==> config.mk <==
export PLATFORM = sky130hd
export DESIGN_NAME = ast_transmitter
export DESIGN_NICKNAME = d
export VERILOG_FILES = /design/src/design/ast_pkg.sv /design/src/design/ast_transmitter.sv
export SDC_FILE = /design/constraint.sdc
export NUM_CORES = 1
export LEC_CHECK = 0
export BUFFER_PORTS_ARGS = -buffer_cell sky130_fd_sc_hd__buf_4
export CAP_MARGIN = 20
export CORE_ASPECT_RATIO = 1.5
export CORE_MARGIN = 1.5
export CORE_UTILIZATION = 45
export DETAILED_ROUTE_END_ITERATION = 6
export PLACE_DENSITY = 0.68
export SKIP_CTS_REPAIR_TIMING = 1
export SYNTH_ARGS = -nofsm -noshare
export SYNTH_HDL_FRONTEND = slang
export SYNTH_SLANG_ARGS = --single-unit
==> constraint.sdc <==
create_clock -name i_ref_clk -period 4.05 [get_ports i_ref_clk]
set_clock_uncertainty 0.2 [all_clocks]
set_input_delay 0.2025 -clock i_ref_clk [delete_from_list [all_inputs] [get_ports i_ref_clk]]
set_output_delay 0.2025 -clock i_ref_clk [all_outputs]
set_load 0.1 [all_outputs]
==> src/design/ast_pkg.sv <==
// Package for the asynchronous serial transmitter: register map, fields, timing.
// Assumes a 32-bit APB master on the same clock as the transmitter.
package ast_pkg;

  // ==========================================================================
  // Register byte addresses
  localparam logic [7:0] ADDR_CTRL    = 8'h00;  // transmit_control_reg
  localparam logic [7:0] ADDR_DATA    = 8'h04;  // tx_holding_buffer (write)
  localparam logic [7:0] ADDR_DIVISOR = 8'h08;  // baud_divisor
  localparam logic [7:0] ADDR_FLAGS   = 8'h0C;  // periph_irq_flags_one
  localparam logic [7:0] ADDR_ENABLES = 8'h10;  // periph_irq_enables_one
  localparam logic [7:0] ADDR_POWER   = 8'h14;  // sleep request

  // ==========================================================================
  // Control, flag and power register fields
  localparam int CTRL_NINTH_DATA = 0;
  localparam int CTRL_SHIFT_EMPT = 1;
  localparam int CTRL_HIGH_SPEED = 2;
  localparam int CTRL_CLOCKED    = 4;
  localparam int CTRL_TX_ENABLE  = 5;
  localparam int CTRL_NINE_BIT   = 6;
  localparam int FLAG_BUF_EMPTY  = 4;
  localparam int POWER_SLEEP     = 0;

  localparam logic [7:0] CTRL_RESET    = 8'h02;
  localparam logic [7:0] DIVISOR_RESET = 8'h00;

  // ==========================================================================
  // Oversampling and frame sizes
  localparam logic [5:0] OVS_HIGH     = 6'h0F;  // x16 minus one
  localparam logic [5:0] OVS_LOW      = 6'h3F;  // x64 minus one
  localparam logic [3:0] BITS_EIGHT   = 4'h8;
  localparam logic [3:0] BITS_NINE    = 4'h9;

  typedef enum logic [3:0] {
    AST_IDLE  = 4'b0001,
    AST_START = 4'b0010,
    AST_DATA  = 4'b0100,
    AST_STOP  = 4'b1000
  } ast_state_e;

  typedef struct packed {
    logic [8:0] data;
    logic       loaded;
  } ast_word_s;

endpackage : ast_pkg

==> src/design/ast_transmitter.sv <==
// Asynchronous serial transmitter with an APB register slave.
// Assumes one 50 MHz clock; i_nrst from outside, synchronised here.
//
// Summary of operation
// - Frame: start bit, eight or nine data bits, one stop bit, NRZ.
// - Data bits shifted out least significant bit first.
// - Dedicated 8-bit baud divider sets bit timing.
// - Baud clock is x16 of bit rate when high-speed set, else x64.
// - Transmitter shares format and baud setting, runs independently.
// - No parity hardware; software may use the ninth bit.
// - Serial operation halts while the device sleeps.
// - Asynchronous mode applies when clocked-mode select bit is zero.
// - Shift register loads holding buffer only after stop bit is sent.
// - Buffer-empty flag sets two cycles after buffer moves to shifter.
// - Buffer-empty flag ignores enable, not software clearable, cleared by data write.
// - Shift-empty bit follows shifter state one cycle later; no interrupt.
// - Setting transmit enable with the holding buffer empty sets buffer-empty flag.
// - Frame starts only with data buffered and a baud shift tick.
// - Writing data before setting enable also starts transmission.
// - Write to idle shifter moves across at the next shift tick, allowing a queued second word.
// - Clearing enable mid-frame aborts, resets, and releases the pin.
// - Nine-bit select adds the ninth data bit from the control register.
// - The shift register is not software visible.
//
// Decided for this implementation: the APB register port and the placing of the registers.
`timescale 1ns/1ps
`default_nettype none

module ast_transmitter (
  input  wire logic        i_ref_clk,  // 50 MHz clock
  input  wire logic        i_nrst,     // Async reset, active low
  input  wire logic        psel,       // APB select
  input  wire logic        penable,    // APB access phase
  input  wire logic        pwrite,     // APB write
  input  wire logic [7:0]  paddr,      // APB byte address
  input  wire logic [31:0] pwdata,     // APB write data
  output logic      [31:0] prdata,     // APB read data
  output logic             pready,     // APB ready
  output logic             pslverr,    // APB error
  output logic             o_tx_out,   // serial_out_pin level
  output logic             o_tx_oe     // serial_out_pin drive enable
);

  // ==========================================================================
  // Reset synchroniser
  logic rst_meta_q;
  logic rst_n_q;
  always_ff @(posedge i_ref_clk or negedge i_nrst) begin
    if (!i_nrst) begin
      rst_meta_q <= 1'b0;
      rst_n_q    <= 1'b0;
    end else begin
      rst_meta_q <= 1'b1;
      rst_n_q    <= rst_meta_q;
    end
  end

  function automatic logic hit(input logic [7:0] a, input logic [7:0] r);
    hit = (a == r);
  endfunction : hit

  // Shift toward the line; the LSB leaves first
  function automatic logic [8:0] shr(input logic [8:0] v);
    shr = {1'b0, v[8:1]};
  endfunction : shr

  // ==========================================================================
  // APB decode; zero wait states
  logic acc;
  logic wr;
  logic mapped;
  assign acc     = psel & penable;
  assign wr      = acc & pwrite;
  assign mapped  = hit(paddr, ast_pkg::ADDR_CTRL) | hit(paddr, ast_pkg::ADDR_DATA)
                 | hit(paddr, ast_pkg::ADDR_DIVISOR) | hit(paddr, ast_pkg::ADDR_FLAGS)
                 | hit(paddr, ast_pkg::ADDR_ENABLES) | hit(paddr, ast_pkg::ADDR_POWER);
  assign pready  = 1'b1;
  assign pslverr = acc & ~mapped;

  logic       wr_ctrl;
  logic       wr_data;
  assign wr_ctrl = wr & hit(paddr, ast_pkg::ADDR_CTRL);
  assign wr_data = wr & hit(paddr, ast_pkg::ADDR_DATA);

  // ==========================================================================
  // Software-written settings
  logic       tx_enable_bit_q;
  logic       nine_bit_select_q;
  logic       ninth_data_bit_q;
  logic       baud_high_speed_q;
  logic       clocked_mode_q;
  logic [7:0] baud_divisor_q;
  logic       tx_irq_enable_q;
  logic       sleep_q;

  always_ff @(posedge i_ref_clk or negedge rst_n_q) begin
    if (!rst_n_q) begin
      tx_enable_bit_q   <= ast_pkg::CTRL_RESET[ast_pkg::CTRL_TX_ENABLE];
      nine_bit_select_q <= ast_pkg::CTRL_RESET[ast_pkg::CTRL_NINE_BIT];
      ninth_data_bit_q  <= ast_pkg::CTRL_RESET[ast_pkg::CTRL_NINTH_DATA];
      baud_high_speed_q <= ast_pkg::CTRL_RESET[ast_pkg::CTRL_HIGH_SPEED];
      clocked_mode_q    <= ast_pkg::CTRL_RESET[ast_pkg::CTRL_CLOCKED];
      baud_divisor_q    <= ast_pkg::DIVISOR_RESET;
      tx_irq_enable_q   <= 1'b0;
      sleep_q           <= 1'b0;
    end else begin
      if (wr_ctrl) begin
        tx_enable_bit_q   <= pwdata[ast_pkg::CTRL_TX_ENABLE];
        nine_bit_select_q <= pwdata[ast_pkg::CTRL_NINE_BIT];
        ninth_data_bit_q  <= pwdata[ast_pkg::CTRL_NINTH_DATA];
        baud_high_speed_q <= pwdata[ast_pkg::CTRL_HIGH_SPEED];
        clocked_mode_q    <= pwdata[ast_pkg::CTRL_CLOCKED];
      end
      if (wr & hit(paddr, ast_pkg::ADDR_DIVISOR)) begin
        baud_divisor_q <= pwdata[7:0];
      end
      if (wr & hit(paddr, ast_pkg::ADDR_ENABLES)) begin
        tx_irq_enable_q <= pwdata[ast_pkg::FLAG_BUF_EMPTY];
      end
      if (wr & hit(paddr, ast_pkg::ADDR_POWER)) begin
        sleep_q <= pwdata[ast_pkg::POWER_SLEEP];
      end
    end
  end

  // Clocked mode is not built; the line is only driven in asynchronous mode
  logic run;
  assign run = tx_enable_bit_q & ~clocked_mode_q;

  // ==========================================================================
  // Baud generator: divider then oversampling prescaler
  logic [7:0] baud_cnt_q;
  logic [5:0] ovs_cnt_q;
  logic       baud_tick;
  logic       shift_tick;
  assign baud_tick  = run & ~sleep_q & (baud_cnt_q == 8'h00);
  assign shift_tick = baud_tick & (ovs_cnt_q == 6'h00);

  always_ff @(posedge i_ref_clk or negedge rst_n_q) begin
    if (!rst_n_q) begin
      baud_cnt_q <= 8'h00;
      ovs_cnt_q  <= 6'h00;
    end else if (!run) begin
      baud_cnt_q <= baud_divisor_q;
      ovs_cnt_q  <= 6'h00;
    end else if (!sleep_q) begin
      if (baud_tick) begin
        baud_cnt_q <= baud_divisor_q;
        if (ovs_cnt_q == 6'h00) begin
          ovs_cnt_q <= baud_high_speed_q ? ast_pkg::OVS_HIGH : ast_pkg::OVS_LOW;
        end else begin
          ovs_cnt_q <= ovs_cnt_q - 6'h01;
        end
      end else begin
        baud_cnt_q <= baud_cnt_q - 8'h01;
      end
    end
  end

  // ==========================================================================
  // Holding buffer and hidden shift register
  ast_pkg::ast_word_s hold_q;
  ast_pkg::ast_state_e state_q;
  logic [8:0]         tx_shift_reg_q;
  logic [3:0]         bit_cnt_q;
  logic [3:0]         frame_bits_q;
  logic               tx_out_q;
  logic               load;

  // Shifter idle: load at a shift tick when data waits
  assign load = run & hold_q.loaded & (state_q == ast_pkg::AST_IDLE) & shift_tick;

  always_ff @(posedge i_ref_clk or negedge rst_n_q) begin
    if (!rst_n_q) begin
      hold_q <= '0;
    end else if (wr_data) begin
      // Ninth bit latched at write time; later writes to it do not reach this word
      hold_q.data   <= {ninth_data_bit_q, pwdata[7:0]};
      hold_q.loaded <= 1'b1;
    end else if (load) begin
      hold_q.loaded <= 1'b0;
    end
  end

  always_ff @(posedge i_ref_clk or negedge rst_n_q) begin
    if (!rst_n_q) begin
      state_q        <= ast_pkg::AST_IDLE;
      tx_shift_reg_q <= 9'h000;
      bit_cnt_q      <= 4'h0;
      frame_bits_q   <= ast_pkg::BITS_EIGHT;
      tx_out_q       <= 1'b1;
    end else if (!run) begin
      state_q  <= ast_pkg::AST_IDLE;
      tx_out_q <= 1'b1;
    end else begin
      unique case (state_q)
        ast_pkg::AST_IDLE: begin
          tx_out_q <= 1'b1;
          if (load) begin
            tx_shift_reg_q <= hold_q.data;
            frame_bits_q   <= nine_bit_select_q ? ast_pkg::BITS_NINE : ast_pkg::BITS_EIGHT;
            tx_out_q       <= 1'b0;
            state_q        <= ast_pkg::AST_START;
          end
        end
        ast_pkg::AST_START: begin
          if (shift_tick) begin
            tx_out_q       <= tx_shift_reg_q[0];
            tx_shift_reg_q <= shr(tx_shift_reg_q);
            bit_cnt_q      <= 4'h1;
            state_q        <= ast_pkg::AST_DATA;
          end
        end
        ast_pkg::AST_DATA: begin
          if (shift_tick) begin
            if (bit_cnt_q == frame_bits_q) begin
              tx_out_q <= 1'b1;
              state_q  <= ast_pkg::AST_STOP;
            end else begin
              tx_out_q       <= tx_shift_reg_q[0];
              tx_shift_reg_q <= shr(tx_shift_reg_q);
              bit_cnt_q      <= bit_cnt_q + 4'h1;
            end
          end
        end
        ast_pkg::AST_STOP: begin
          if (shift_tick) begin
            state_q <= ast_pkg::AST_IDLE;
          end
        end
      endcase
    end
  end

  // ==========================================================================
  // Status flags, one cycle behind the events; buffer-empty two cycles behind a load
  logic buf_empty_flag_q;
  logic shift_empty_q;
  logic en_d1_q;
  logic load_d1_q;

  always_ff @(posedge i_ref_clk or negedge rst_n_q) begin
    if (!rst_n_q) begin
      en_d1_q          <= 1'b0;
      load_d1_q        <= 1'b0;
      buf_empty_flag_q <= 1'b0;
      shift_empty_q    <= 1'b1;
    end else begin
      en_d1_q   <= tx_enable_bit_q;
      load_d1_q <= load;
      // Set wins over the clearing write
      if (load_d1_q | (tx_enable_bit_q & ~en_d1_q & ~hold_q.loaded)) begin
        buf_empty_flag_q <= 1'b1;
      end else if (wr_data) begin
        buf_empty_flag_q <= 1'b0;
      end
      shift_empty_q <= (state_q == ast_pkg::AST_IDLE);
    end
  end

  // ==========================================================================
  // Read mux
  always_comb begin
    prdata = 32'h0000_0000;
    if (hit(paddr, ast_pkg::ADDR_CTRL)) begin
      prdata[ast_pkg::CTRL_TX_ENABLE]  = tx_enable_bit_q;
      prdata[ast_pkg::CTRL_NINE_BIT]   = nine_bit_select_q;
      prdata[ast_pkg::CTRL_NINTH_DATA] = ninth_data_bit_q;
      prdata[ast_pkg::CTRL_HIGH_SPEED] = baud_high_speed_q;
      prdata[ast_pkg::CTRL_CLOCKED]    = clocked_mode_q;
      prdata[ast_pkg::CTRL_SHIFT_EMPT] = shift_empty_q;
    end else if (hit(paddr, ast_pkg::ADDR_DIVISOR)) begin
      prdata[7:0] = baud_divisor_q;
    end else if (hit(paddr, ast_pkg::ADDR_FLAGS)) begin
      prdata[ast_pkg::FLAG_BUF_EMPTY] = buf_empty_flag_q;
    end else if (hit(paddr, ast_pkg::ADDR_ENABLES)) begin
      prdata[ast_pkg::FLAG_BUF_EMPTY] = tx_irq_enable_q;
    end else if (hit(paddr, ast_pkg::ADDR_POWER)) begin
      prdata[ast_pkg::POWER_SLEEP] = sleep_q;
    end
  end

  assign o_tx_out = tx_out_q;
  assign o_tx_oe  = run;

  // ==========================================================================
  // Assertions
  a_abort_release: assert property (@(posedge i_ref_clk) disable iff (!rst_n_q)
    !run |-> !o_tx_oe ##1 state_q == ast_pkg::AST_IDLE)
    else $error("line driven while disabled");
  a_buf_flag_set: assert property (@(posedge i_ref_clk) disable iff (!rst_n_q)
    load |=> ##1 buf_empty_flag_q)
    else $error("buffer-empty flag late");
  a_shift_empty: assert property (@(posedge i_ref_clk) disable iff (!rst_n_q)
    load |=> ##1 !shift_empty_q)
    else $error("shift-empty not cleared");
  a_flag_clear: assert property (@(posedge i_ref_clk) disable iff (!rst_n_q)
    $fell(buf_empty_flag_q) |-> $past(wr_data))
    else $error("flag cleared without data write");
  a_start_low: assert property (@(posedge i_ref_clk) disable iff (!rst_n_q)
    load |=> !o_tx_out && state_q == ast_pkg::AST_START)
    else $error("start bit missing");
  a_idle_high: assert property (@(posedge i_ref_clk) disable iff (!rst_n_q)
    (state_q == ast_pkg::AST_IDLE && !load) |=> o_tx_out)
    else $error("line low while idle");
  a_lsb_first: assert property (@(posedge i_ref_clk) disable iff (!rst_n_q)
    (state_q == ast_pkg::AST_START && shift_tick && run)
      |=> o_tx_out == $past(tx_shift_reg_q[0]))
    else $error("first data bit not lsb");
  a_sleep_halt: assert property (@(posedge i_ref_clk) disable iff (!rst_n_q)
    sleep_q |-> !shift_tick)
    else $error("shift tick during sleep");
  a_enable_flag: assert property (@(posedge i_ref_clk) disable iff (!rst_n_q)
    $rose(tx_enable_bit_q) && !hold_q.loaded && !wr_data |=> buf_empty_flag_q)
    else $error("enable did not set flag");

  // ==========================================================================
  // Frame shape and status timing
  // The baud generator is the only timing source, so these pin down
  // what a frame looks like rather than how the counters get there.
  a_stop_high: assert property (@(posedge i_ref_clk) disable iff (!rst_n_q)
    state_q == ast_pkg::AST_STOP |-> o_tx_out)
    else $error("stop bit not high");

  a_data_count: assert property (@(posedge i_ref_clk) disable iff (!rst_n_q)
    state_q == ast_pkg::AST_DATA |-> (bit_cnt_q != 4'h0 && bit_cnt_q <= frame_bits_q))
    else $error("data bit count out of range");

  a_nine_len: assert property (@(posedge i_ref_clk) disable iff (!rst_n_q)
    load |=> frame_bits_q == ($past(nine_bit_select_q) ? ast_pkg::BITS_NINE
                                                        : ast_pkg::BITS_EIGHT))
    else $error("frame length does not follow nine-bit select");

  a_shift_empty_set: assert property (@(posedge i_ref_clk) disable iff (!rst_n_q)
    (state_q == ast_pkg::AST_STOP && shift_tick && run) |=> ##1 shift_empty_q)
    else $error("shift-empty not set after stop bit");

  // Sleep must freeze the frame where it stands, not just the ticks
  a_sleep_freeze: assert property (@(posedge i_ref_clk) disable iff (!rst_n_q)
    (sleep_q && run) |=> ($stable(state_q) && $stable(tx_shift_reg_q)))
    else $error("shifter moved during sleep");

  a_flag_hold: assert property (@(posedge i_ref_clk) disable iff (!rst_n_q)
    (buf_empty_flag_q && !wr_data) |=> buf_empty_flag_q)
    else $error("buffer-empty flag cleared without data write");

  a_ninth_capture: assert property (@(posedge i_ref_clk) disable iff (!rst_n_q)
    wr_data |=> hold_q.data[8] == $past(ninth_data_bit_q))
    else $error("ninth bit not captured at data write");

  c_sleep_wait: cover property (@(posedge i_ref_clk) disable iff (!rst_n_q)
    sleep_q && hold_q.loaded && state_q == ast_pkg::AST_IDLE);

  c_frame_done: cover property (@(posedge i_ref_clk) disable iff (!rst_n_q)
    state_q == ast_pkg::AST_STOP && shift_tick);
  c_nine_bit: cover property (@(posedge i_ref_clk) disable iff (!rst_n_q)
    load && nine_bit_select_q);
  c_abort: cover property (@(posedge i_ref_clk) disable iff (!rst_n_q)
    state_q == ast_pkg::AST_DATA && $fell(tx_enable_bit_q));
  c_back_to_back: cover property (@(posedge i_ref_clk) disable iff (!rst_n_q)
    state_q == ast_pkg::AST_STOP && hold_q.loaded);

endmodule : ast_transmitter

`default_nettype wire

==> impl_metrics.xml, run 1 <==
<?xml version="1.0" encoding="UTF-8"?>
<metrics>
  <group name="cells_and_area">
    <metric name="final_design_area_no_fill" unit="sq um">4230</metric>
    <metric name="syn_to_final_growth" unit="%">18.7</metric>
    <metric name="layout_common_cells" unit="">dfrtp_1, mux2_2, buf_4, conb_1, nand2_1</metric>
    <metric name="final_util" unit="%">55.2</metric>
    <metric name="final_nets" unit="">415</metric>
    <metric name="most_common_cell_after_layout_fill_and_taps_aside" unit="">dfrtp_1</metric>
    <metric name="antenna_cells" unit="">0</metric>
    <metric name="fraction_of_final_layout_cells_with_drive_strength_greater_than_1" unit="%">30.3</metric>
    <metric name="final_cells" unit="">472</metric>
  </group>
  <group name="floorplan">
    <metric name="die_width" unit="microns">75.6</metric>
    <metric name="floorplan.die_area" unit="sq um">8470</metric>
    <metric name="num_io_pins" unit="">81</metric>
    <metric name="height_of_the_die" unit="microns">112</metric>
    <metric name="row_count" unit="">39</metric>
    <metric name="initial_core_util" unit="%">46.5</metric>
    <metric name="placeableCoreArea" unit="sq um">7660</metric>
  </group>
  <group name="pwr">
    <metric name="power_leakage" unit="uW">0.00206</metric>
    <metric name="p_seq_share" unit="%">38.3</metric>
    <metric name="p_int" unit="uW">1300</metric>
    <metric name="switching_share" unit="%">24.3</metric>
    <metric name="power_switching" unit="uW">418</metric>
    <metric name="p_clk_share" unit="%">51.3</metric>
    <metric name="max-vdd-ir-drop" unit="V">0.000348</metric>
    <metric name="pwr-share-comb" unit="%">10.4</metric>
    <metric name="power_per_cell_area" unit="nW/um^2">407</metric>
  </group>
  <group name="global_routing">
    <metric name="grt_overflow" unit="">0</metric>
    <metric name="grt_pass1_wl" unit="microns">12200</metric>
    <metric name="track_usage" unit="%">19.4</metric>
    <metric name="initial_antenna_violation_count" unit="">0</metric>
    <metric name="grt_pass1_vias" unit="">2557</metric>
    <metric name="grt_max_degree" unit="">38</metric>
  </group>
  <group name="detailed_routing">
    <metric name="route.met2.wl" unit="microns">3810</metric>
    <metric name="routed-via-count" unit="">2520</metric>
    <metric name="route.detailed.vias_per_inst" unit="">5.34</metric>
    <metric name="wl_per_cell" unit="microns">15.3</metric>
    <metric name="detail-route-antenna-nets" unit="">0</metric>
    <metric name="wl_met1" unit="microns">2950</metric>
    <metric name="drc" unit="">0</metric>
    <metric name="drtPass1Iterations" unit="">5</metric>
    <metric name="wl_met3" unit="microns">318</metric>
    <metric name="drt_iter0_markers" unit="">91</metric>
    <metric name="top_sig_layer" unit="">met4</metric>
    <metric name="totalWireLength" unit="microns">7240</metric>
  </group>
  <group name="critical_path">
    <metric name="setup.worst_path.start_class" unit="">flip-flop</metric>
    <metric name="setup.worst_path.class" unit="">reg -&gt; reg</metric>
    <metric name="slowest_delay" unit="ns">0.76</metric>
    <metric name="required" unit="ns">4.06</metric>
    <metric name="critPathCaptureType" unit="">flip-flop</metric>
    <metric name="critPathBufInv" unit="">0</metric>
    <metric name="cp.arrival" unit="ns">2.58</metric>
    <metric name="path_cells" unit="">xor2_1 -&gt; nand2_1 -&gt; a211oi_4 -&gt; mux2_4</metric>
    <metric name="critical_path.max_fanout" unit="">14</metric>
    <metric name="timing.critical_path.slowest_stage_cell" unit="">a211oi_4</metric>
    <metric name="worst_path_dominant_cell_family" unit="">compound AO/OA/AOI/OAI gates</metric>
  </group>
  <group name="sta">
    <metric name="hold_slack" unit="ns">0.0632</metric>
    <metric name="setup_total_negative_slack" unit="ns">0</metric>
    <metric name="setup-violations-final" unit="">0</metric>
    <metric name="slew_headroom" unit="%">47.0</metric>
    <metric name="maxSlewViolCount" unit="">0</metric>
    <metric name="rsz0062_at_grt" unit="">no</metric>
    <metric name="max_clock_freq" unit="MHz">389</metric>
    <metric name="timing.final.crit_period" unit="ns">2.57</metric>
    <metric name="timing_worst_slew_pin_value" unit="ns">0.795</metric>
    <metric name="share_of_the_clock_period_used_by_the_worst_path_after_layout" unit="%">63.5</metric>
    <metric name="finalHoldViolations" unit="">0</metric>
  </group>
  <group name="place">
    <metric name="placed_cells_incl_taps" unit="">446</metric>
    <metric name="detailed_place_hpwl" unit="microns">5200</metric>
    <metric name="placed_cell_area" unit="sq um">3780</metric>
    <metric name="globalplace.congestion" unit="">0.839</metric>
    <metric name="io_buffers" unit="">31</metric>
  </group>
  <group name="synthesis">
    <metric name="postSynthRegisterBits" unit="">64</metric>
    <metric name="synth-warning-count" unit="">0</metric>
    <metric name="synth_edf_count" unit="">0</metric>
    <metric name="synthFlopType" unit="">dfrtp_1</metric>
    <metric name="synthDistinctLibCells" unit="">69</metric>
    <metric name="synth_seq_area_share" unit="%">45.1</metric>
    <metric name="netlist_area" unit="sq um">3560</metric>
    <metric name="synth.avg_cell_area" unit="sq um">11.1</metric>
    <metric name="mapped_cells" unit="">322</metric>
    <metric name="async_reset_ff_share" unit="%">100</metric>
  </group>
  <group name="clocking">
    <metric name="cts_inserted_buffers" unit="">9</metric>
    <metric name="cts_htree_levels" unit="">3</metric>
    <metric name="number_of_buffers_between_clock_root_and_the_deepest_sink" unit="">2</metric>
    <metric name="clock_tree_from_tritoncts" unit="">built</metric>
    <metric name="clk_latency" unit="ns">0.33</metric>
    <metric name="numClockSinks" unit="">64</metric>
    <metric name="cts_root_buf" unit="">clkbuf_16</metric>
    <metric name="worst_setup_hold_path_clk_slew" unit="ns">0.06</metric>
  </group>
  <group name="flow_run">
    <metric name="maxcap_viol_count" unit="">0</metric>
  </group>
  <group name="outcome">
    <metric name="status" unit="">completed</metric>
  </group>
  <group name="worst_hold_path">
    <metric name="timing.hold.worst.class" unit="">in -&gt; reg</metric>
  </group>
</metrics>
path summary, 6_finish.rpt:
kind | cells past startpoint | end | from | slack, ns
worst min register to register | 0 | rst_n_q | rst_meta_q | 0.15
worst min-delay path | 3 | clocked_mode_q | paddr[4] | 0.06
min in group asynchronous | 0 | tx_shift_reg_q[5] | rst_n_q | 0.16
max in group asynchronous | 1 | baud_cnt_q[2] | rst_n_q | 2.64
worst max register to register | 4 | tx_shift_reg_q[1] | state_q[1] | 1.48
worst max-delay path | 4 | tx_shift_reg_q[1] | state_q[1] | 1.48
kinds of logic (layout without fill, tap and decap cells):
family | Yosys count | after routing | synth area share (%)
and+or+nand+nor | 99 | 99 | 18.0
xor gates and xnor gates | 9 | 9 | 2.21
adders and majority gates | 5 | 5 | 1.76
buffers and inverters | 46 | 70 | 7.87
DFF | 64 | 64 | 45.1
muxes | 43 | 43 | 14.4
other | 2 | 26 | 0.211
AOI/OAI and AO/OA | 54 | 54 | 10.5
state kept, by name (all words and copies together) (netlist names), 4 cells and up:
register and flops:
baud_cnt_q 8, baud_divisor_q 8, bit_cnt_q 4, hold_q 10
ovs_cnt_q 6, state_q 4, tx_shift_reg_q 9
power groups by stage:
stage	sequential [uW]	combinational (uW)	clock [uW]
finish	659	180	882
global route	661	191	927
CTS	659	173	898
detailed placement	670	172	0
global placement	670	171	0
floorplan	670	158	0
worst register-to-register path, stage by stage, from the launching register on:
cell,delay (ns)
dfrtp_1,0.49
xor2_1,0.24
nand2_1,0.41
a211oi_4,0.76
mux2_4,0.36
metal layers:
layer / vias up / global-route usage (%)
met1: 1245 / 23.4
met2: 74 / 31.0
met3: 8 / 5.61
met4: 0 / 9.52
li1: 1193 / -
met5: - / 0
cells in the mapped netlist (5+ instances only):
| cell | number | area share (%) |
|---|---|---|
| o21ai_0 | 13 | 1.8 |
| nand3_1 | 7 | 0.98 |
| buf_4 | 25 | 5.3 |
| buf_2 | 5 | 0.70 |
| dfrtp_1 | 61 | 43 |
| ha_1 | 5 | 1.8 |
| nand2_1 | 23 | 2.4 |
| nor2_1 | 17 | 1.8 |
| mux2_2 | 32 | 10 |
| inv_1 | 10 | 1.1 |
| nor3_1 | 10 | 1.4 |
| mux2_4 | 8 | 3.4 |
| xnor2_1 | 6 | 1.5 |
| a21oi_1 | 9 | 1.3 |
stage by stage:
step / setup slack, ns / total power [uW]
3_5_place_dp: 1.48 / 842
6_report: 1.48 / 1720
2_1_floorplan: 0.203 / 828
5_1_grt: 1.32 / 1780
4_1_cts: 1.47 / 1730
3_3_place_gp: 1.54 / 841
area by class of cell:
cell class | instances | area, sq um
fill | 678 | 3440
multi-input combinational | 236 | 1770
sequential | 64 | 1610
timing repair buffer | 42 | 340
clock buffer | 13 | 250
tap | 102 | 128
clock inverter | 3 | 90.1
inverter | 12 | 45.0
Note: power is estimated with default switching activity, not from simulation.
==> run 2, diff against run 1 <==
- ABC_AREA: not set -> 1
- clock period: 4.05 -> 2.5 ns (I/O delays scaled with it)
==> impl_metrics.xml, run 2 <==
<?xml version="1.0" encoding="UTF-8"?>
<metrics>
  <group name="cells_and_area">
    <metric name="final-seq-area" unit="sq um">1610</metric>
    <metric name="final_design_area_no_fill" unit="sq um">4300</metric>
    <metric name="multi_input_comb_area" unit="sq um">1690</metric>
    <metric name="fraction_of_final_layout_cells_with_drive_strength_greater_than_1" unit="%">19.3</metric>
    <metric name="antenna_cells" unit="">0</metric>
    <metric name="biggestRegsByFlops" unit="">hold_q x10, tx_shift_reg_q x9</metric>
    <metric name="largest_reg_by_ff_count" unit="">hold_q</metric>
    <metric name="final_cells" unit="">597</metric>
    <metric name="number_of_flip_flops_under_the_largest_register_name" unit="">10</metric>
    <metric name="most_common_cell_after_layout_fill_and_taps_aside" unit="">nand2_1</metric>
    <metric name="filler_cells_inserted" unit="">724</metric>
    <metric name="final_nets" unit="">537</metric>
    <metric name="final_util" unit="%">54.0</metric>
    <metric name="syn_to_final_growth" unit="%">16.8</metric>
    <metric name="layout_common_cells" unit="">nand2_1, dfrtp_1, inv_1, o21ai_0, buf_4</metric>
  </group>
  <group name="critical_path">
    <metric name="setup.worst_path.class" unit="">reg -&gt; reg</metric>
    <metric name="critPathMostFrequentCell" unit="">nand2_1</metric>
    <metric name="setup.worst_path.start_class" unit="">flip-flop</metric>
    <metric name="path_cells" unit="">inv_1 -&gt; ha_1 -&gt; nand2_1 -&gt; nor2_8 -&gt; nand4_2 -&gt; nand2_2 -&gt; nand3_1 -&gt; nand2_1 -&gt; nand2_1 -&gt; nand2_1</metric>
    <metric name="required" unit="ns">2.57</metric>
    <metric name="critPathBufInv" unit="">1</metric>
    <metric name="cp.arrival" unit="ns">2.19</metric>
    <metric name="worst_path_dominant_cell_family" unit="">simple AND/OR/NAND/NOR gates</metric>
    <metric name="r2r_start" unit="">ovs_cnt_q[0]</metric>
    <metric name="critical_path.max_fanout" unit="">11</metric>
    <metric name="slowest_delay" unit="ns">0.35</metric>
    <metric name="critPathCaptureType" unit="">flip-flop</metric>
    <metric name="timing.critical_path.slowest_stage_cell" unit="">dfrtp_1</metric>
    <metric name="startpoint" unit="">ovs_cnt_q[0]</metric>
  </group>
  <group name="sta">
    <metric name="rsz0062_at_grt" unit="">no</metric>
    <metric name="timing.final.crit_period" unit="ns">2.13</metric>
    <metric name="timing_worst_slew_pin_value" unit="ns">0.797</metric>
    <metric name="maxSlewViolCount" unit="">0</metric>
    <metric name="share_of_the_clock_period_used_by_the_worst_path_after_layout" unit="%">85.1</metric>
    <metric name="max_clock_freq" unit="MHz">470</metric>
    <metric name="setup-violations-final" unit="">0</metric>
    <metric name="slew_headroom" unit="%">46.9</metric>
    <metric name="finalHoldViolations" unit="">0</metric>
    <metric name="setup_total_negative_slack" unit="ns">0</metric>
  </group>
  <group name="detailed_routing">
    <metric name="route.detailed.vias_per_inst" unit="">4.94</metric>
    <metric name="routed-via-count" unit="">2950</metric>
    <metric name="detail-route-antenna-nets" unit="">0</metric>
    <metric name="wl_per_cell" unit="microns">13.1</metric>
    <metric name="drt_iter0_markers" unit="">186</metric>
    <metric name="totalWireLength" unit="microns">7800</metric>
    <metric name="drc" unit="">0</metric>
    <metric name="drtPass1Iterations" unit="">4</metric>
  </group>
  <group name="clocking">
    <metric name="worst_setup_hold_path_clk_slew" unit="ns">0.05</metric>
    <metric name="clk_latency" unit="ns">0.34</metric>
    <metric name="clock_tree_from_tritoncts" unit="">built</metric>
    <metric name="cts_inserted_buffers" unit="">9</metric>
    <metric name="numClockSinks" unit="">64</metric>
    <metric name="cts_htree_levels" unit="">3</metric>
    <metric name="cts_root_buf" unit="">clkbuf_16</metric>
    <metric name="number_of_buffers_between_clock_root_and_the_deepest_sink" unit="">2</metric>
  </group>
  <group name="pwr">
    <metric name="power_per_cell_area" unit="nW/um^2">640</metric>
    <metric name="power_leakage" unit="uW">0.00209</metric>
    <metric name="max-vdd-ir-drop" unit="V">0.000538</metric>
  </group>
  <group name="synthesis">
    <metric name="postSynthRegisterBits" unit="">64</metric>
    <metric name="netlist_area" unit="sq um">3680</metric>
    <metric name="post_synth_and_or_nand_nor_area_fraction" unit="%">28.0</metric>
    <metric name="synth.area.mux_share" unit="%">0</metric>
    <metric name="synth_top_cell_by_area" unit="">dfrtp_1</metric>
    <metric name="synthDistinctLibCells" unit="">40</metric>
    <metric name="synth_top_area_share" unit="%">41.5</metric>
    <metric name="synth_top_family_by_area" unit="">simple AND/OR/NAND/NOR gates</metric>
    <metric name="synth_compound_gate_area_share" unit="%">11.9</metric>
    <metric name="synth.avg_cell_area" unit="sq um">8.32</metric>
    <metric name="mapped_cells" unit="">442</metric>
    <metric name="synth_seq_area_share" unit="%">43.6</metric>
    <metric name="leading_cell_types_by_total_area_after_synthesis" unit="">dfrtp_1, nand2_1, o21ai_0</metric>
    <metric name="synth_edf_count" unit="">0</metric>
    <metric name="synth_fa_ha_area_share" unit="%">1.70</metric>
    <metric name="synthMostInstantiatedCell" unit="">nand2_1</metric>
    <metric name="synth-warning-count" unit="">0</metric>
    <metric name="synthFlopType" unit="">dfrtp_1</metric>
    <metric name="async_reset_ff_share" unit="%">100</metric>
    <metric name="synth_top_cells_by_count" unit="">nand2_1, dfrtp_1, inv_1</metric>
    <metric name="synth_xor_xnor_area_share" unit="%">1.43</metric>
  </group>
  <group name="worst_hold_path">
    <metric name="timing.hold.worst.start" unit="">paddr[2]</metric>
    <metric name="timing.hold.worst.class" unit="">in -&gt; reg</metric>
  </group>
  <group name="place">
    <metric name="placed_cells_incl_taps" unit="">571</metric>
    <metric name="globalplace.congestion" unit="">0.830</metric>
    <metric name="detailed_place_hpwl" unit="microns">5570</metric>
    <metric name="placed_cell_area" unit="sq um">3890</metric>
    <metric name="io_buffers" unit="">31</metric>
  </group>
  <group name="global_routing">
    <metric name="grt_overflow" unit="">0</metric>
    <metric name="grt_pass1_wl" unit="microns">13000</metric>
    <metric name="grt_max_degree" unit="">63</metric>
    <metric name="gr-usage-met3" unit="%">4.48</metric>
    <metric name="top_usage_layer" unit="">met2</metric>
    <metric name="use_met2" unit="%">35.2</metric>
    <metric name="initial_antenna_violation_count" unit="">0</metric>
    <metric name="track_usage" unit="%">19.2</metric>
    <metric name="gr-usage-met1" unit="%">20.8</metric>
    <metric name="grt_pass1_vias" unit="">2847</metric>
  </group>
  <group name="floorplan">
    <metric name="initial_core_util" unit="%">46.2</metric>
    <metric name="placeableCoreArea" unit="sq um">7960</metric>
    <metric name="die_width" unit="microns">76.8</metric>
    <metric name="height_of_the_die" unit="microns">114</metric>
    <metric name="floorplan.die_area" unit="sq um">8740</metric>
    <metric name="num_io_pins" unit="">81</metric>
    <metric name="row_count" unit="">40</metric>
  </group>
  <group name="flow_run">
    <metric name="maxcap_viol_count" unit="">0</metric>
  </group>
  <group name="outcome">
    <metric name="status" unit="">completed</metric>
  </group>
</metrics>
run 2: stage by stage:
step	setup slack (ns)	total power [uW]	hold slack (ns)
after floorplan	-0.178	1410	-0.371
after global placement	0.394	1440	-0.293
after detailed placement	0.390	1440	-0.291
after CTS	0.355	2760	-0.653
after global routing	0.182	2850	0.0713
final	0.374	2750	0.0435
run 2: power breakdown:
group	leakage, uW	switching, uW	internal (uW)
Combinational	0.00110	285	73.3
Clock	0.000151	442	869
Sequential	0.000837	17.2	1060
run 2: cell type report:
type / instances / area share (%)
timing repair buffer: 44 / 8.27
tap: 105 / 3.06
sequential: 64 / 37.4
multi-input combinational: 314 / 39.3
clock inverter: 4 / 1.63
inverter: 54 / 4.84
clock buffer: 12 / 5.51
run 2: final timing paths:
| path | end | slack (ns) | cells after the start |
|---|---|---|---|
| max | state_q[0] | 0.37 | 10 |
| min | baud_divisor_q[7] | 0.04 | 5 |
| max reg2reg | state_q[0] | 0.37 | 10 |
| min reg2reg | rst_n_q | 0.17 | 0 |
| max in group asynchronous | bit_cnt_q[3] | 1.34 | 1 |
| min in group asynchronous | tx_irq_enable_q | 0.24 | 1 |
run 2: worst reg2reg max path, delay by kind of cell, from the launching register on:
kind | cells | cell delay [ns]
adder cells (fa/ha/maj) | 1 | 0.18
flip-flops | 1 | 0.35
AND/OR/NAND/NOR | 8 | 1.17
buffers and inverters | 1 | 0.15
run 2: logic make-up after synthesis:
| group | Yosys count |
|---|---|
| AO/OA/AOI/OAI | 74 |
| other | 2 |
| flip-flops | 64 |
| adder cells (fa/ha/maj) | 5 |
| buffers and inverters | 88 |
| XOR/XNOR | 6 |
| AND/OR/NAND/NOR | 203 |
run 2: routing by layer:
metal  vias to the layer above  routed length [microns]
met5                         -                        0
met4                         0                      141
met3                         8                      212
met2                        40                     4260
met1                      1413                     3180
li1                       1489                        -
==> run 3, diff against run 2 <==
- RECOVER_POWER: not set -> 50
==> impl_metrics.xml, run 3 (same netlist as run 2, synthesis figures left out) <==
<?xml version="1.0" encoding="UTF-8"?>
<metrics>
  <group name="clocking">
    <metric name="cts_root_buf" unit="">clkbuf_16</metric>
    <metric name="clk_latency" unit="ns">0.34</metric>
    <metric name="cts_htree_levels" unit="">3</metric>
    <metric name="clock_tree_from_tritoncts" unit="">built</metric>
    <metric name="cts_inserted_buffers" unit="">9</metric>
    <metric name="number_of_buffers_between_clock_root_and_the_deepest_sink" unit="">2</metric>
    <metric name="worst_setup_hold_path_clk_slew" unit="ns">0.05</metric>
    <metric name="numClockSinks" unit="">64</metric>
  </group>
  <group name="sta">
    <metric name="setup_slack" unit="ns">0.368</metric>
    <metric name="timing.final.crit_period" unit="ns">2.13</metric>
    <metric name="hold_slack" unit="ns">0.0444</metric>
    <metric name="max_clock_freq" unit="MHz">469</metric>
    <metric name="timing_worst_slew_pin_value" unit="ns">1.56</metric>
    <metric name="finalHoldViolations" unit="">0</metric>
    <metric name="setup-violations-final" unit="">0</metric>
    <metric name="maxSlewViolCount" unit="">63</metric>
    <metric name="slew_headroom" unit="%">-3.89</metric>
    <metric name="rsz0062_at_grt" unit="">no</metric>
    <metric name="share_of_the_clock_period_used_by_the_worst_path_after_layout" unit="%">85.3</metric>
  </group>
  <group name="detailed_routing">
    <metric name="totalWireLength" unit="microns">7830</metric>
    <metric name="drc" unit="">0</metric>
    <metric name="wl_per_cell" unit="microns">13.1</metric>
    <metric name="drtPass1Iterations" unit="">4</metric>
    <metric name="drt_iter0_markers" unit="">201</metric>
    <metric name="route.detailed.vias_per_inst" unit="">4.97</metric>
    <metric name="detail-route-antenna-nets" unit="">0</metric>
    <metric name="routed-via-count" unit="">2966</metric>
  </group>
  <group name="place">
    <metric name="detailed_place_hpwl" unit="microns">5570</metric>
    <metric name="placed_cell_area" unit="sq um">3890</metric>
    <metric name="io_buffers" unit="">31</metric>
    <metric name="globalplace.congestion" unit="">0.830</metric>
    <metric name="worst_setup_timing_slack_at_the_placement_stage" unit="ns">0.390</metric>
  </group>
  <group name="cells_and_area">
    <metric name="antenna_cells" unit="">0</metric>
    <metric name="final_design_area_no_fill" unit="sq um">4280</metric>
    <metric name="multi_input_comb_area" unit="sq um">1680</metric>
    <metric name="biggestRegsByFlops" unit="">hold_q x10, tx_shift_reg_q x9</metric>
    <metric name="number_of_flip_flops_under_the_largest_register_name" unit="">10</metric>
    <metric name="most_common_cell_after_layout_fill_and_taps_aside" unit="">nand2_1</metric>
    <metric name="final_nets" unit="">537</metric>
    <metric name="final-seq-area" unit="sq um">1610</metric>
    <metric name="filler_cells_inserted" unit="">724</metric>
    <metric name="syn_to_final_growth" unit="%">16.5</metric>
    <metric name="largest_reg_by_ff_count" unit="">hold_q</metric>
    <metric name="fraction_of_final_layout_cells_with_drive_strength_greater_than_1" unit="%">18.7</metric>
    <metric name="layout_common_cells" unit="">nand2_1, dfrtp_1, inv_1, o21ai_0, nand3_1</metric>
  </group>
  <group name="critical_path">
    <metric name="setup.worst_path.class" unit="">reg -&gt; reg</metric>
    <metric name="timing.critical_path.slowest_stage_cell" unit="">dfrtp_1</metric>
    <metric name="critPathMostFrequentCell" unit="">nand2_1</metric>
    <metric name="critPathCaptureType" unit="">flip-flop</metric>
    <metric name="required" unit="ns">2.52</metric>
    <metric name="critPathBufInv" unit="">2</metric>
    <metric name="worst_path_dominant_cell_family" unit="">simple AND/OR/NAND/NOR gates</metric>
    <metric name="cp.arrival" unit="ns">2.15</metric>
    <metric name="slowest_delay" unit="ns">0.35</metric>
    <metric name="critical_path.max_fanout" unit="">11</metric>
    <metric name="setup.worst_path.start_class" unit="">flip-flop</metric>
    <metric name="path_cells" unit="">inv_1 -&gt; ha_1 -&gt; nand2_1 -&gt; nor2_8 -&gt; nand3_4 -&gt; inv_2 -&gt; nand2_1 -&gt; nand2_2 -&gt; nand3_4 -&gt; nand2_1 -&gt; nand2_1</metric>
  </group>
  <group name="pwr">
    <metric name="power" unit="uW">2750</metric>
    <metric name="power_leakage" unit="uW">0.00208</metric>
    <metric name="power_per_cell_area" unit="nW/um^2">641</metric>
    <metric name="max-vdd-ir-drop" unit="V">0.000536</metric>
  </group>
  <group name="floorplan">
    <metric name="die_width" unit="microns">76.8</metric>
    <metric name="placeableCoreArea" unit="sq um">7960</metric>
    <metric name="row_count" unit="">40</metric>
    <metric name="height_of_the_die" unit="microns">114</metric>
    <metric name="initial_core_util" unit="%">46.2</metric>
    <metric name="floorplan.die_area" unit="sq um">8740</metric>
    <metric name="num_io_pins" unit="">81</metric>
  </group>
  <group name="flow_run">
    <metric name="maxcap_viol_count" unit="">1</metric>
  </group>
  <group name="global_routing">
    <metric name="grt_max_degree" unit="">63</metric>
    <metric name="grt_overflow" unit="">0</metric>
    <metric name="grt_pass1_vias" unit="">2847</metric>
    <metric name="initial_antenna_violation_count" unit="">0</metric>
    <metric name="track_usage" unit="%">19.2</metric>
    <metric name="grt_pass1_wl" unit="microns">13000</metric>
  </group>
  <group name="worst_hold_path">
    <metric name="timing.hold.worst.class" unit="">in -&gt; reg</metric>
  </group>
  <group name="outcome">
    <metric name="status" unit="">complete, but fails checks</metric>
    <metric name="failed_checks" unit="">capacitance limit, slew limit</metric>
  </group>
</metrics>
[run 3: final timing paths]
check                      cells past startpoint  slack (ns)          from                end
max in group asynchronous                      1        0.62       rst_n_q       bit_cnt_q[3]
min in group asynchronous                      3        0.47        i_nrst         rst_meta_q
hold / removal                                 5        0.04      paddr[2]  baud_divisor_q[7]
hold reg to reg                                0        0.17    rst_meta_q            rst_n_q
setup reg to reg                              11        0.37  ovs_cnt_q[0]  tx_shift_reg_q[2]
setup / recovery                              11        0.37  ovs_cnt_q[0]  tx_shift_reg_q[2]
[run 3: metal layers]
layer,global-route usage (%),vias to the layer above,routed length (microns)
met3,4.48,8,246
met1,20.8,1421,3160
met2,35.2,49,4270
met4,8.52,0,141
met5,0,-,0
li1,-,1488,-
[run 3: cell type report]
cell class | count | area share, %
repair buffers | 44 | 8.15
clock buffers | 12 | 5.52
inverters | 54 | 4.85
clock inverters | 4 | 1.64
well taps | 105 | 3.07
flip-flops and latches | 64 | 37.5
multi-input cells | 314 | 39.3
[run 3: metrics by stage]
step           utilization (%)  setup TNS [ns]  cells
3_5_place_dp              48.9               0    571
5_1_grt                   53.8               0    597
3_3_place_gp              48.9               0    571
2_1_floorplan                -          -0.448    466
6_report                  53.8               0    597
4_1_cts                   52.7               0    587
[run 3: worst min-delay path: stages]
cell,delay (ns)
buf_4,0.11
nor4_4,0.04
buf_4,0.16
nand3_1,0.07
nand2_1,0.05
[run 3: power by group]
group | total, uW | internal (uW) | switching, uW
clock | 1310 | 869 | 443
sequential | 1080 | 1060 | 17.1
combinational | 356 | 72.3 | 284
total | 2750 | 2000 | 744
